**src/nasl_pkg.sv**
```systemverilog
/*
  nasl_pkg: shared widths, reset values, operation codes and carrier types
  for the nibble alu and skip datapath.
  assumes: included before nasl_core; nothing is imported anywhere.
*/
package nasl_pkg;

  // datapath widths
  localparam int ACC_W   = 4;
  localparam int ROM_W   = 8;
  localparam int DLOW_W  = 3;
  localparam int BIT_W   = 2;
  localparam int TADDR_W = DLOW_W + ACC_W;

  // reset values
  localparam logic [3:0] ACC_RST   = 4'h0;
  localparam logic [3:0] BREG_RST  = 4'h0;
  localparam logic       CARRY_RST = 1'b0;

  // table read field positions within a rom word
  localparam int ROM_HI_LSB = 4;
  localparam int ROM_LO_LSB = 0;

  // table read occupies this many cycles from issue to load
  localparam int TABLE_CYCLES = 2;

  // decoded operations handed to the datapath
  typedef enum logic [4:0] {
    NASL_OP_NONE,
    NASL_OP_LOAD_IMMEDIATE_ACC,
    NASL_OP_TABLE_READ_PAIR,
    NASL_OP_ADD_MEMORY,
    NASL_OP_ADD_MEMORY_CARRY,
    NASL_OP_ADD_IMMEDIATE,
    NASL_OP_AND_MEMORY,
    NASL_OP_OR_MEMORY,
    NASL_OP_SET_CARRY,
    NASL_OP_CLEAR_CARRY,
    NASL_OP_SKIP_IF_CARRY_CLEAR,
    NASL_OP_COMPLEMENT_ACC,
    NASL_OP_ROTATE_RIGHT_CARRY,
    NASL_OP_SET_MEM_BIT,
    NASL_OP_CLEAR_MEM_BIT,
    NASL_OP_SKIP_IF_MEM_BIT_CLEAR,
    NASL_OP_SKIP_IF_ACC_EQ_MEM,
    NASL_OP_SKIP_IF_ACC_EQ_IMM
  } nasl_op_t;

  // one issued instruction
  typedef struct packed {
    nasl_op_t           op;
    logic [ACC_W-1:0]   imm;
    logic [BIT_W-1:0]   bit_sel;
  } nasl_instr_t;

endpackage : nasl_pkg

```
**src/nasl_core.sv**
```systemverilog
/*
  nasl_core: execution datapath of a 4-bit cpu core: accumulator, register
  b, carry_bit, skip status, load-run suppression, table read and memory
  bit writes.
  assumes: a sequencer issues one decoded instruction per cycle that i_valid is high,
  presents pointed_ram_nibble on i_mem_data in that cycle, returns the rom
  word in the cycle that o_rom_req is high, and keeps the return stack.
*/
// Contract
// - load_immediate_acc writes immediate into accumulator, carry_bit untouched.
// - back-to-back load_immediate_acc run: only first executes, rest skipped.
// - table_read_pair reads rom {page,d[2:0],acc}; bits 7-4 to b, 3-0 to acc.
// - table_read_pair uses one return stack level while executing.
// - add_memory adds pointed_ram_nibble to accumulator; carry_bit unchanged.
// - add_memory_carry adds nibble and carry_bit; carry out into carry_bit.
// - add immediate keeps carry_bit; skips next when no overflow.
// - and replaces accumulator with acc and pointed_ram_nibble, carry kept.
// - or replaces accumulator with acc or pointed_ram_nibble, carry kept.
// - set_carry forces one, clear_carry forces zero; accumulator kept.
// - carry test skips next instruction when carry_bit is zero.
// - complement_acc inverts all four accumulator bits.
// - rotate_right_carry shifts carry and accumulator right; old a0 to carry.
// - set_mem_bit and clear_mem_bit force bit j of nibble, others intact.
// - skip_if_mem_bit_clear skips next when bit j of nibble is zero.
// - skip_if_acc_eq_mem skips next when accumulator equals nibble.
// - skip_if_acc_eq_imm skips next when accumulator equals immediate.
`timescale 1ns/10ps
module nasl_core #(
  parameter int PAGE_W = 5
) (
  // clock, reset, enable
  input  wire logic                             i_clk,
  input  wire logic                             i_rst,
  input  wire logic                             i_ce,
  // instruction issue
  input  wire logic                             i_valid,
  input  wire nasl_pkg::nasl_instr_t            i_instr,
  input  wire logic [PAGE_W-1:0]                i_page,
  input  wire logic [nasl_pkg::DLOW_W-1:0]      i_d_low,
  // pointed ram nibble and rom word
  input  wire logic [nasl_pkg::ACC_W-1:0]       i_mem_data,
  input  wire logic [nasl_pkg::ROM_W-1:0]       i_rom_data,
  // architectural state
  output logic [nasl_pkg::ACC_W-1:0]            o_acc,
  output logic [nasl_pkg::ACC_W-1:0]            o_b,
  output logic                                  o_carry,
  output logic                                  o_skip,
  output logic                                  o_busy,
  // memory write-back
  output logic                                  o_mem_wr,
  output logic [nasl_pkg::ACC_W-1:0]            o_mem_wdata,
  // table read rom port and stack
  output logic                                  o_rom_req,
  output logic [PAGE_W+nasl_pkg::TADDR_W-1:0]   o_rom_addr,
  output logic                                  o_stack_push,
  output logic                                  o_stack_pop
);

  localparam int RA_W = PAGE_W + nasl_pkg::TADDR_W;

  // refuse page widths the rom address cannot carry
  if (PAGE_W < 1 || PAGE_W > 8) begin : g_page_check
    $error("nasl_core: PAGE_W must be 1 to 8");
  end

  typedef struct packed {
    logic [nasl_pkg::ACC_W-1:0] acc;
    logic [nasl_pkg::ACC_W-1:0] b;
    logic                       carry;
    logic                       skip;
    logic                       li_run;
    logic                       busy;
    logic                       mem_wr;
    logic [nasl_pkg::ACC_W-1:0] mem_wdata;
    logic                       rom_req;
    logic [RA_W-1:0]            rom_addr;
    logic                       push;
    logic                       pop;
  } nasl_state_t;

  nasl_state_t q;
  nasl_state_t next_q;

  // helper terms for the current instruction
  logic                       take;
  logic                       exec;
  logic                       is_li;
  logic [nasl_pkg::ACC_W:0]   sum_mem;
  logic [nasl_pkg::ACC_W:0]   sum_memc;
  logic [nasl_pkg::ACC_W:0]   sum_imm;
  logic                       mem_bit;

  assign take     = i_valid && !q.busy;
  assign is_li    = i_instr.op == nasl_pkg::NASL_OP_LOAD_IMMEDIATE_ACC;
  // skipped by a test or by a load run
  assign exec     = take && !q.skip && !(is_li && q.li_run);
  assign sum_mem  = {1'b0, q.acc} + {1'b0, i_mem_data};
  assign sum_memc = {1'b0, q.acc} + {1'b0, i_mem_data} + {4'h0, q.carry};
  assign sum_imm  = {1'b0, q.acc} + {1'b0, i_instr.imm};
  assign mem_bit  = i_mem_data[i_instr.bit_sel];

  // next state of the datapath
  always_comb begin
    next_q         = q;
    next_q.mem_wr  = 1'b0;
    next_q.rom_req = 1'b0;
    next_q.push    = 1'b0;
    next_q.pop     = 1'b0;
    if (q.busy) begin
      // rom word arrives: load pair, release stack level
      next_q.b    = i_rom_data[nasl_pkg::ROM_HI_LSB +: nasl_pkg::ACC_W];
      next_q.acc  = i_rom_data[nasl_pkg::ROM_LO_LSB +: nasl_pkg::ACC_W];
      next_q.pop  = 1'b1;
      next_q.busy = 1'b0;
    end else if (take) begin
      next_q.skip   = 1'b0;
      next_q.li_run = is_li;
      if (exec) begin
        case (i_instr.op)
          nasl_pkg::NASL_OP_LOAD_IMMEDIATE_ACC: begin
            next_q.acc = i_instr.imm;
          end
          nasl_pkg::NASL_OP_TABLE_READ_PAIR: begin
            next_q.rom_req  = 1'b1;
            next_q.rom_addr = {i_page, i_d_low, q.acc};
            next_q.push     = 1'b1;
            next_q.busy     = 1'b1;
          end
          nasl_pkg::NASL_OP_ADD_MEMORY: begin
            next_q.acc = sum_mem[nasl_pkg::ACC_W-1:0];
          end
          nasl_pkg::NASL_OP_ADD_MEMORY_CARRY: begin
            next_q.acc   = sum_memc[nasl_pkg::ACC_W-1:0];
            next_q.carry = sum_memc[nasl_pkg::ACC_W];
          end
          nasl_pkg::NASL_OP_ADD_IMMEDIATE: begin
            next_q.acc  = sum_imm[nasl_pkg::ACC_W-1:0];
            next_q.skip = !sum_imm[nasl_pkg::ACC_W];
          end
          nasl_pkg::NASL_OP_AND_MEMORY: begin
            next_q.acc = q.acc & i_mem_data;
          end
          nasl_pkg::NASL_OP_OR_MEMORY: begin
            next_q.acc = q.acc | i_mem_data;
          end
          nasl_pkg::NASL_OP_SET_CARRY: begin
            next_q.carry = 1'b1;
          end
          nasl_pkg::NASL_OP_CLEAR_CARRY: begin
            next_q.carry = 1'b0;
          end
          nasl_pkg::NASL_OP_SKIP_IF_CARRY_CLEAR: begin
            next_q.skip = !q.carry;
          end
          nasl_pkg::NASL_OP_COMPLEMENT_ACC: begin
            next_q.acc = ~q.acc;
          end
          nasl_pkg::NASL_OP_ROTATE_RIGHT_CARRY: begin
            {next_q.acc, next_q.carry} = {q.carry, q.acc};
          end
          nasl_pkg::NASL_OP_SET_MEM_BIT: begin
            next_q.mem_wr    = 1'b1;
            next_q.mem_wdata = i_mem_data | (4'h1 << i_instr.bit_sel);
          end
          nasl_pkg::NASL_OP_CLEAR_MEM_BIT: begin
            next_q.mem_wr    = 1'b1;
            next_q.mem_wdata = i_mem_data & ~(4'h1 << i_instr.bit_sel);
          end
          nasl_pkg::NASL_OP_SKIP_IF_MEM_BIT_CLEAR: begin
            next_q.skip = !mem_bit;
          end
          nasl_pkg::NASL_OP_SKIP_IF_ACC_EQ_MEM: begin
            next_q.skip = q.acc == i_mem_data;
          end
          nasl_pkg::NASL_OP_SKIP_IF_ACC_EQ_IMM: begin
            next_q.skip = q.acc == i_instr.imm;
          end
          default: begin
            next_q.skip = 1'b0;
          end
        endcase
      end
    end
  end

  // state register, frozen while the enable is low
  always_ff @(posedge i_clk) begin
    if (i_rst) begin
      q          <= '0;
      q.acc      <= nasl_pkg::ACC_RST;
      q.b        <= nasl_pkg::BREG_RST;
      q.carry    <= nasl_pkg::CARRY_RST;
    end else if (i_ce) begin
      q <= next_q;
    end
  end

  // outputs straight from the state register
  assign o_acc        = q.acc;
  assign o_b          = q.b;
  assign o_carry      = q.carry;
  assign o_skip       = q.skip;
  assign o_busy       = q.busy;
  assign o_mem_wr     = q.mem_wr;
  assign o_mem_wdata  = q.mem_wdata;
  assign o_rom_req    = q.rom_req;
  assign o_rom_addr   = q.rom_addr;
  assign o_stack_push = q.push;
  assign o_stack_pop  = q.pop;

  logic step;
  assign step = i_ce && exec;
endmodule : nasl_core

```
**config.mk**
```make
export PLATFORM = sky130hd
export DESIGN_NAME = nasl_core
export DESIGN_NICKNAME = d
export VERILOG_FILES = /design/src/nasl_pkg.sv /design/src/nasl_core.sv
export SDC_FILE = /design/constraint.sdc
export NUM_CORES = 1
export LEC_CHECK = 0
export ABC_AREA = 1
export BUFFER_PORTS_ARGS = -buffer_cell sky130_fd_sc_hd__buf_4
export CAP_MARGIN = 20
export CORE_MARGIN = 5
export CORE_UTILIZATION = 38
export CTS_BUF_LIST = sky130_fd_sc_hd__clkbuf_16
export CTS_CLUSTER_SIZE = 25
export DETAILED_ROUTE_END_ITERATION = 10
export PLACE_DENSITY = 0.71
export SETUP_SLACK_MARGIN = 0.3
export SYNTH_ARGS = -nofsm -noshare
export SYNTH_HDL_FRONTEND = slang
export SYNTH_SLANG_ARGS = --single-unit
```
**constraint.sdc**
```tcl
create_clock -name i_clk -period 5.79 [get_ports i_clk]
set_input_delay 1.158 -clock i_clk [delete_from_list [all_inputs] [get_ports i_clk]]
set_output_delay 1.158 -clock i_clk [all_outputs]
set_load 0.01 [all_outputs]
```
Word-level counts from Yosys, hierarchy flattened

Cells that the tools add are included.

Flip-flop bits (word level): 32
Input bits: 35
Logic and storage cells: 81
Output and inout port bits: 31

Bitwise logic cells: 7
Mux-type cells: 17
Order comparisons: 1
Shifts and indexed selects: 1
Reduce and logical (&&, ||, !) cells: 21
Equality and inequality tests: 19
Add/sub/neg operators: 3

Operator list:

| operator           | count |
|---|---|
| $eq 5x4->1 const B | 8 |
| $mux 20            | 2 |
| $pmux 4 s8         | 1 |
| $eq 5x3->1 const B | 4 |
| $mux 19            | 1 |
| $reduce_and 5->1   | 3 |
| $mux 14            | 1 |
| $mux 4             | 3 |
| $add 4x4->5        | 2 |
| $eq 5x2->1 const B | 2 |
| $eq 5x5->1 const B | 2 |
| $pmux 5 s2         | 1 |
| $reduce_bool 9->1  | 1 |
| $and 4x4->4        | 2 |
| $eq 4x4->1         | 2 |
| $not 4->4          | 2 |
| $or 4x4->4         | 2 |
| $logic_not 1->1    | 6 |
| $reduce_bool 2->1  | 3 |
| $add 5x1->5        | 1 |
| $eq 5x1->1 const B | 1 |
| $mux 1             | 5 |
| $pmux 1 s5         | 1 |
| $logic_and 1x1->1  | 4 |
| other kinds (9)    | 9 |

Longest topological paths before layout

Gate-level depths: netlist (run 1).

Depth after elaboration: 7
Mapped depth: 12
Depth with buffers taken out: 12

Worst setup path after synthesis (run 1)

No wires, ideal clock.

Path kind: in2reg
Start: input i_mem_data[0] (netlist name)
End: register q (netlist bit o_acc[3])
Path buffers: 0
Setup time: 0.132 ns
Data arrival time: 2.671 ns
Data required time: 5.658 ns
Cell stages on the path: 10
Setup slack: 2.986 ns
Cells stage by stage: ha_1 > inv_1 > fa_1 > xnor2_1 > nand3_1 > or2_2 > nand3_1 > nand3_1 > nand2_1 > a21oi_1

Longest elaborated chain between the ends: 6

Ends and longest elaborated chain:

| what                 | line             | text |
|---|---|---|
| start, declared      | nasl_core.sv:41  | `input wire logic [nasl_pkg::ACC_W-1:0] i_mem_data,` |
| $add 4x4->5 *        | nasl_core.sv:98  | `assign sum_memc = {1'b0, q.acc} + {1'b0, i_mem_data} + {4'h0, q.carry};` |
| $add 5x1->5          | nasl_core.sv:98  |  |
| $pmux 4 s8 *         | nasl_core.sv:119 | `case (i_instr.op)` |
| $mux 4 *             | nasl_core.sv:118 | `if (exec) begin` |
| $mux 4 *             | nasl_core.sv:115 | `end else if (take) begin` |
| $mux 4 *             | nasl_core.sv:109 | `if (q.busy) begin` |
| end signal, assigned | nasl_core.sv:194 | `q <= next_q;` |
| end, declared        | nasl_core.sv:81  | `nasl_state_t q;` |

Mark *: on every way between the ends. The rest lies on a longest branch, timed or not. The select of a mux whose other input is x is not followed.
A chain may end at the register's enable or synchronous reset.

Final worst setup path (run 1)

Same ends and word-level chain as after synthesis.

==> flow_summary.ini, run 1 <==
[placement]
globalplace.congestion = 0.9513
dp_cells = 480
io_buffers = 65
dpl_worst_slack_ps = 2727
dp_hpwl_um = 5809

[synth]
synth_common_cells = nand2_1 (69), inv_1 (42), nor2_1 (40)
yosys.area.top_type = dfxtp_1
yosysWarnings = 0
ys_ff_latch = 30
synth_enable_flop_cells = 0
ys_async_sr_fraction = 0
ys_seq_area_frac = 0.2490
synth_most_common_cell = nand2_1
syn_nets = 421
synth_top_area_share = 0.2490
synth_area_leaders = dfxtp_1 (25%), nand2_1 (11%), buf_4 (8.7%), ha_1 (7.3%), a21oi_1 (6.8%)
synth.distinct_cells = 36
synth_cells = 370
ys.flop_type = dfxtp_1
avgSynthCellArea_um2 = 6.520
syn_area_mm2 = 0.002412

[worst_setup_path]
crit_path_end_kind = flip-flop
r2r_cells = 9
crit_required_ps = 5960
worstReg2RegEnd = o_acc[3]$_SDFFE_PP0P_
critPathMaxFanout = 5
startpoint_type = input pin
r2r_slack_ps = 3350
crit_start = i_mem_data[0]
path_class = input pin to flip-flop
cp-endpoint = o_acc[3]$_SDFFE_PP0P_
r2r-start = o_acc[1]$_SDFFE_PP0P_
cp.arrival_ps = 2980

[cells_and_area]
utilization = 0.4666
finalNetCount = 461
multiInputGateArea_mm2 = 0.001394
area_growth_pct = 21.42
fin_cells = 487
num_antenna_cells = 0
drive_above_1_share = 0.2268
fill_cells = 695
final-seq-area_um2 = 600.6

[die]
core_mm2 = 0.006277
start_util = 0.3843
fp.dieW_um = 89.68
rows = 29
fp.dieH_um = 89.68
ioPinCount = 66
die_area_mm2 = 0.008042

[cts]
clk_pin_slew_ps = 50
cts.sinks = 30
cts_tree = built
clkLatencyLatePin_ps = 270
ctsHoldBuffers = 0
cts_max_level = 2
cts_made_buffers = 5
cts-root-buf = clkbuf_16
post_cts_resize_count = 0
clockBufferDepth = 2
post_cts_buffers = 0

[global_routing]
antenna_found_initial = 0
grt_use_total = 0.1800
overflow = 0
grt_pass1_vias = 2283
grt_max_degree = 26
grt_pass1_wl_um = 11330

[timing]
fmaxAchievable_mhz = 355.4
min_period_ps = 2814
setup_viol = 0
clock_skew_ps = 5.400
relSlewSlack = 0.6135
fin_ws_ps = 2976
tns_ps = 0
drv_slew = 0
period_share = 0.4860
rsz0062_at_grt = false
hold_viol = 0
worstMarginPinSlew_ps = 579.1

[pwr]
irDropWorstVdd_v = 0.0001925
p_leak_nw = 1.351
powerDensity_mw_per_mm2 = 205.6

[drt]
antenna_left = 0
dr.pass1.iters = 4
wl_um = 7226
drc = 0
drt-initial-drc-count = 176
vias_per_cell = 5.029
detail_route.wl_per_cell_um = 14.84
vias = 2449

[outcome]
status = finished clean

[hold_path]
hold_class = flip-flop to flip-flop
worstHoldStart = o_rom_addr[10]$_SDFFE_PP0P_

[run]
cap_violations = 0
## per-layer routing
metal / vias up / global-route usage / wire (um)
met5: - / 0 / 0
met2: 76 / 0.2965 / 3416
li1: 1277 / - / -
met3: 6 / 0.03193 / 550
met1: 1090 / 0.2448 / 3190
met4: 0 / 0.04060 / 68
## final cells by class
class,instances,share of cell area
multi-input cells,257,0.4759
clock buffers,5,0.04272
well taps,77,0.03289
inverters,51,0.06536
clock inverters,2,0.01153
repair buffers,65,0.1666
flip-flops and latches,30,0.2050
## sequential cells by signal, summed over array words and instances, names as in the netlist
signal and flops:
o_mem_wdata 4, o_acc 4, o_carry 1, o_skip 1, q 1, o_mem_wr 1
o_busy 1, o_rom_addr 12, o_stack_pop 1, o_b 4
## cell usage in the layout, fill, tap and decap left out, types with 2 or more instances in the layout
cell / count
fa_1: 2
o21ai_0: 16
nor2_2: 2
a21oi_1: 33
o22ai_1: 3
clkinv_1: 2
nand2_1: 69
nor2_1: 40
o211ai_1: 2
o21ai_1: 16
a211oi_1: 4
xnor2_1: 3
buf_4: 65
dfxtp_1: 30
nand3_1: 18
a22oi_1: 2
inv_2: 8
clkbuf_16: 5
inv_1: 42
ha_1: 14
nand4_1: 6
nor3_1: 8
or2_2: 3
nand3_2: 6
## how the worst min path moves through the flow
stage	endpoint	slack [ps]	depth (start not counted)
after floorplan	o_rom_addr[1]$_SDFFE_PP0P_	420	2
after global placement	o_rom_addr[6]$_SDFFE_PP0P_	430	2
after detailed placement	o_rom_addr[10]$_SDFFE_PP0P_	440	2
after CTS	o_rom_addr[10]$_SDFFE_PP0P_	450	2
after global routing	o_rom_addr[9]$_SDFFE_PP0P_	460	2
final	o_rom_addr[10]$_SDFFE_PP0P_	440	2
## worst max-delay path, stage by stage
cell	delay, ps
buf_4	110
ha_1	190
inv_1	60
fa_1	390
xnor2_1	340
nand3_1	140
or2_2	320
nand3_1	70
nand3_1	80
nand2_1	60
a21oi_1	50
## cells by family after synthesis
| family | synth area share |
|---|---|
| AO/OA/AOI/OAI | 0.1878 |
| adder cells (fa/ha/maj) | 0.08921 |
| buffers and inverters | 0.1732 |
| AND/OR/NAND/NOR | 0.2899 |
| flip-flops | 0.2490 |
| XOR/XNOR | 0.01089 |
## stage by stage
step                      total power [W]  hold slack (ps)  area [um^2]
after floorplan                 0.0002742            423.8         2412
after global placement          0.0003141            433.9         2770
after detailed placement        0.0003150            437.0         2770
after CTS                       0.0006050            445.1         2929
after global routing            0.0006253            461.1         2929
final                           0.0006023            443.6         2929
## where the power goes
| part | leakage (nW) | internal, W | total, W | switching (W) |
|---|---|---|---|---|
| logic | 1.03 | 0.0000401 | 0.0000986 | 0.0000585 |
| clock network | 0.0773 | 0.000199 | 0.000291 | 0.0000919 |
| registers | 0.242 | 0.000209 | 0.000213 | 0.00000391 |
No activity file was read; power rests on OpenSTA's default activity.
==> run 2, diff against run 1 <==
ABC_AREA = 0   (was 1)
PLACE_DENSITY = 0.73   (was 0.71)
clock period = 2.4 ns   (was 5.79 ns; I/O delays follow)
==> run 2 against run 1 <==
Global-route usage decreased by 0.42 points. Final area increased by 12%. Die area increased by 7.1%. Flip-flop and latch count unchanged. Clock-buffer cell count unchanged. Sequential share of layout area decreased by 2.1 points. Hold slack got worse by 7.2 ps. Wire length increased by 5.8%. Critical path depth decreased by 2. Synthesized cell count decreased by 12%. Largest power group unchanged.
==> flow_summary.ini, run 2 <==
[outcome]
status = finished clean

[timing]
drv_slew = 0
period_share = 0.9034
hold_viol = 0
rsz0062_at_grt = true
clock_skew_ps = 3.418
fmaxAchievable_mhz = 461.2
worstMarginPinSlew_ps = 472.5
relSlewSlack = 0.6821
fin_ws_ps = 231.9
setup_viol = 0
min_period_ps = 2168

[cells_and_area]
num_antenna_cells = 0
finalNetCount = 425
area_growth_pct = 26.02
fill_cells = 643
drive_above_1_share = 0.3128
stdcell_area_mm2 = 0.003284
final_common_cell = buf_4
utilization = 0.4888
layout_common_cells = buf_4 (83), nor2_1 (31), dfxtp_1 (29)
largest_reg_flops = 12
final-seq-area_um2 = 604.3
multiInputGateArea_mm2 = 0.001739

[cts]
clockBufferDepth = 2
cts-root-buf = clkbuf_16
cts_tree = built
clk_pin_slew_ps = 50
cts_max_level = 2
ctsHoldBuffers = 0
clkLatencyLatePin_ps = 270
cts.sinks = 30
cts_made_buffers = 5

[die]
start_util = 0.3879
fp.dieW_um = 92.82
ioPinCount = 66
die_area_mm2 = 0.008615
fp.dieH_um = 92.82
rows = 30
core_mm2 = 0.006719

[synth]
avgSynthCellArea_um2 = 7.995
ys_async_sr_fraction = 0
yosys.area.top_type = dfxtp_1
synth_area_leaders = dfxtp_1 (23%), mux2i_1 (8.8%), buf_4 (7.8%), ha_1 (6.7%), nor2_1 (4.5%)
yosysWarnings = 0
syn_area_mm2 = 0.002606
synth_common_cells = nor2_1 (31), dfxtp_1 (30), buf_4 (27)
synth.distinct_cells = 58
ys_seq_area_frac = 0.2304
synth_top_area_share = 0.2304
ys_ff_latch = 30
synth_cells = 326
synth_most_common_cell = nor2_1
ys.flop_type = dfxtp_1
synth_enable_flop_cells = 0
syn_nets = 377

[global_routing]
antenna_found_initial = 0
grt_max_degree = 35
grt_pass1_wl_um = 12210
grt_pass1_vias = 2457
grt_use_total = 0.1758
overflow = 0

[drt]
vias = 2568
drt-initial-drc-count = 240
antenna_left = 0
drc = 0
detail_route.wl_per_cell_um = 16.83
wl_um = 7642
dr.pass1.iters = 4
vias_per_cell = 5.656

[worst_setup_path]
path_class = flip-flop to flip-flop
critPathMaxStageDelay_ps = 510
cp.arrival_ps = 2330
cp_cell_sequence = ha_4 > inv_2 > fa_1 > inv_2 > ha_4 > mux2i_1 > o21ai_1 > a211o_1 > a32o_1
crit_required_ps = 2570
crit_path_end_kind = flip-flop
startpoint_type = flip-flop
slowest_stage = fa_1
critPathMaxFanout = 3

[placement]
io_buffers = 65
dp_hpwl_um = 5791
dpl_worst_slack_ps = -91.48
globalplace.congestion = 0.9711
post_dp_cell_area_mm2 = 0.003083

[pwr]
p_leak_nw = 1.526
irDropWorstVdd_v = 0.0003869
powerDensity_mw_per_mm2 = 423.2

[hold_path]
hold_class = input pin to flip-flop

[run]
cap_violations = 0
[run 2: cells by family after synthesis]
logic type               after synthesis  share of synthesized area
adder cells (fa/ha/maj)               17                    0.08642
buffers and inverters                 64                     0.1335
AO/OA/AOI/OAI                         74                     0.1920
XOR/XNOR                               7                    0.02880
AND/OR/NAND/NOR                      110                     0.2319
flip-flops                            30                     0.2304
multiplexers                          24                    0.09697
[run 2: critical path: cells and delay by family (launching register included)]
| kind | cells | cell delay [ps] |
|---|---|---|
| fa+ha+maj | 3 | 850 |
| buf+inv | 2 | 90 |
| mux | 1 | 140 |
| flops | 1 | 370 |
| compound gates | 3 | 610 |
[run 2: final cells by class]
cell class              instances  area share
repair buffers                 83      0.1897
clock buffers                   5     0.03810
multi-input cells             232      0.5295
inverters                      22     0.02514
flip-flops and latches         30      0.1840
well taps                      80     0.03048
clock inverters                 2    0.003048
[run 2: final timing paths]
kind	start	endpoint	slack, ps	cells past startpoint
worst min register to register	o_stack_pop$_SDFFE_PP0P_	o_stack_pop$_SDFFE_PP0P_	460	2
worst min-delay path	i_page[2]	o_rom_addr[9]$_SDFFE_PP0P_	440	3
worst max register to register	o_acc[0]$_SDFFE_PP0P_	o_acc[1]$_SDFFE_PP0P_	230	9
worst max-delay path	o_acc[0]$_SDFFE_PP0P_	o_acc[1]$_SDFFE_PP0P_	230	9
[run 2: per-layer routing]
layer  wire (um)  up-vias  global-route usage
met3         396       21             0.03412
met5           0        -                   0
li1            -     1245                   -
met2        3677       87              0.2795
met1        3322     1215              0.2341
met4         246        0             0.06716
[run 2: what timing repair did]
item,4_1_cts,5_1_grt
buffers inserted,1,0
pin swaps,1,2
setup endpoints to repair,5,5
gates resized for setup,7,9
[run 2: report_power, final]
part	switching (W)	leakage (nW)	internal [W]	total [W]
registers	0.00000417	0.243	0.000502	0.000506
clock network	0.000213	0.0694	0.000373	0.000587
logic	0.000158	1.21	0.000139	0.000297
total	0.000375	1.53	0.00101	0.00139
[run 2: metrics by stage]
stage / setup TNS (ps) / std cells / hold slack (ps) / total power [W]
4_1_cts: 0 / 454 / 438.7 / 0.001384
5_1_grt: 0 / 454 / 455.5 / 0.001446
2_1_floorplan: 0 / 326 / 436.7 / 0.0006836
6_report: 0 / 454 / 436.4 / 0.001390
3_5_place_dp: -178.1 / 446 / 450.9 / 0.0007956
3_3_place_gp: -110.1 / 446 / 445.7 / 0.0007942
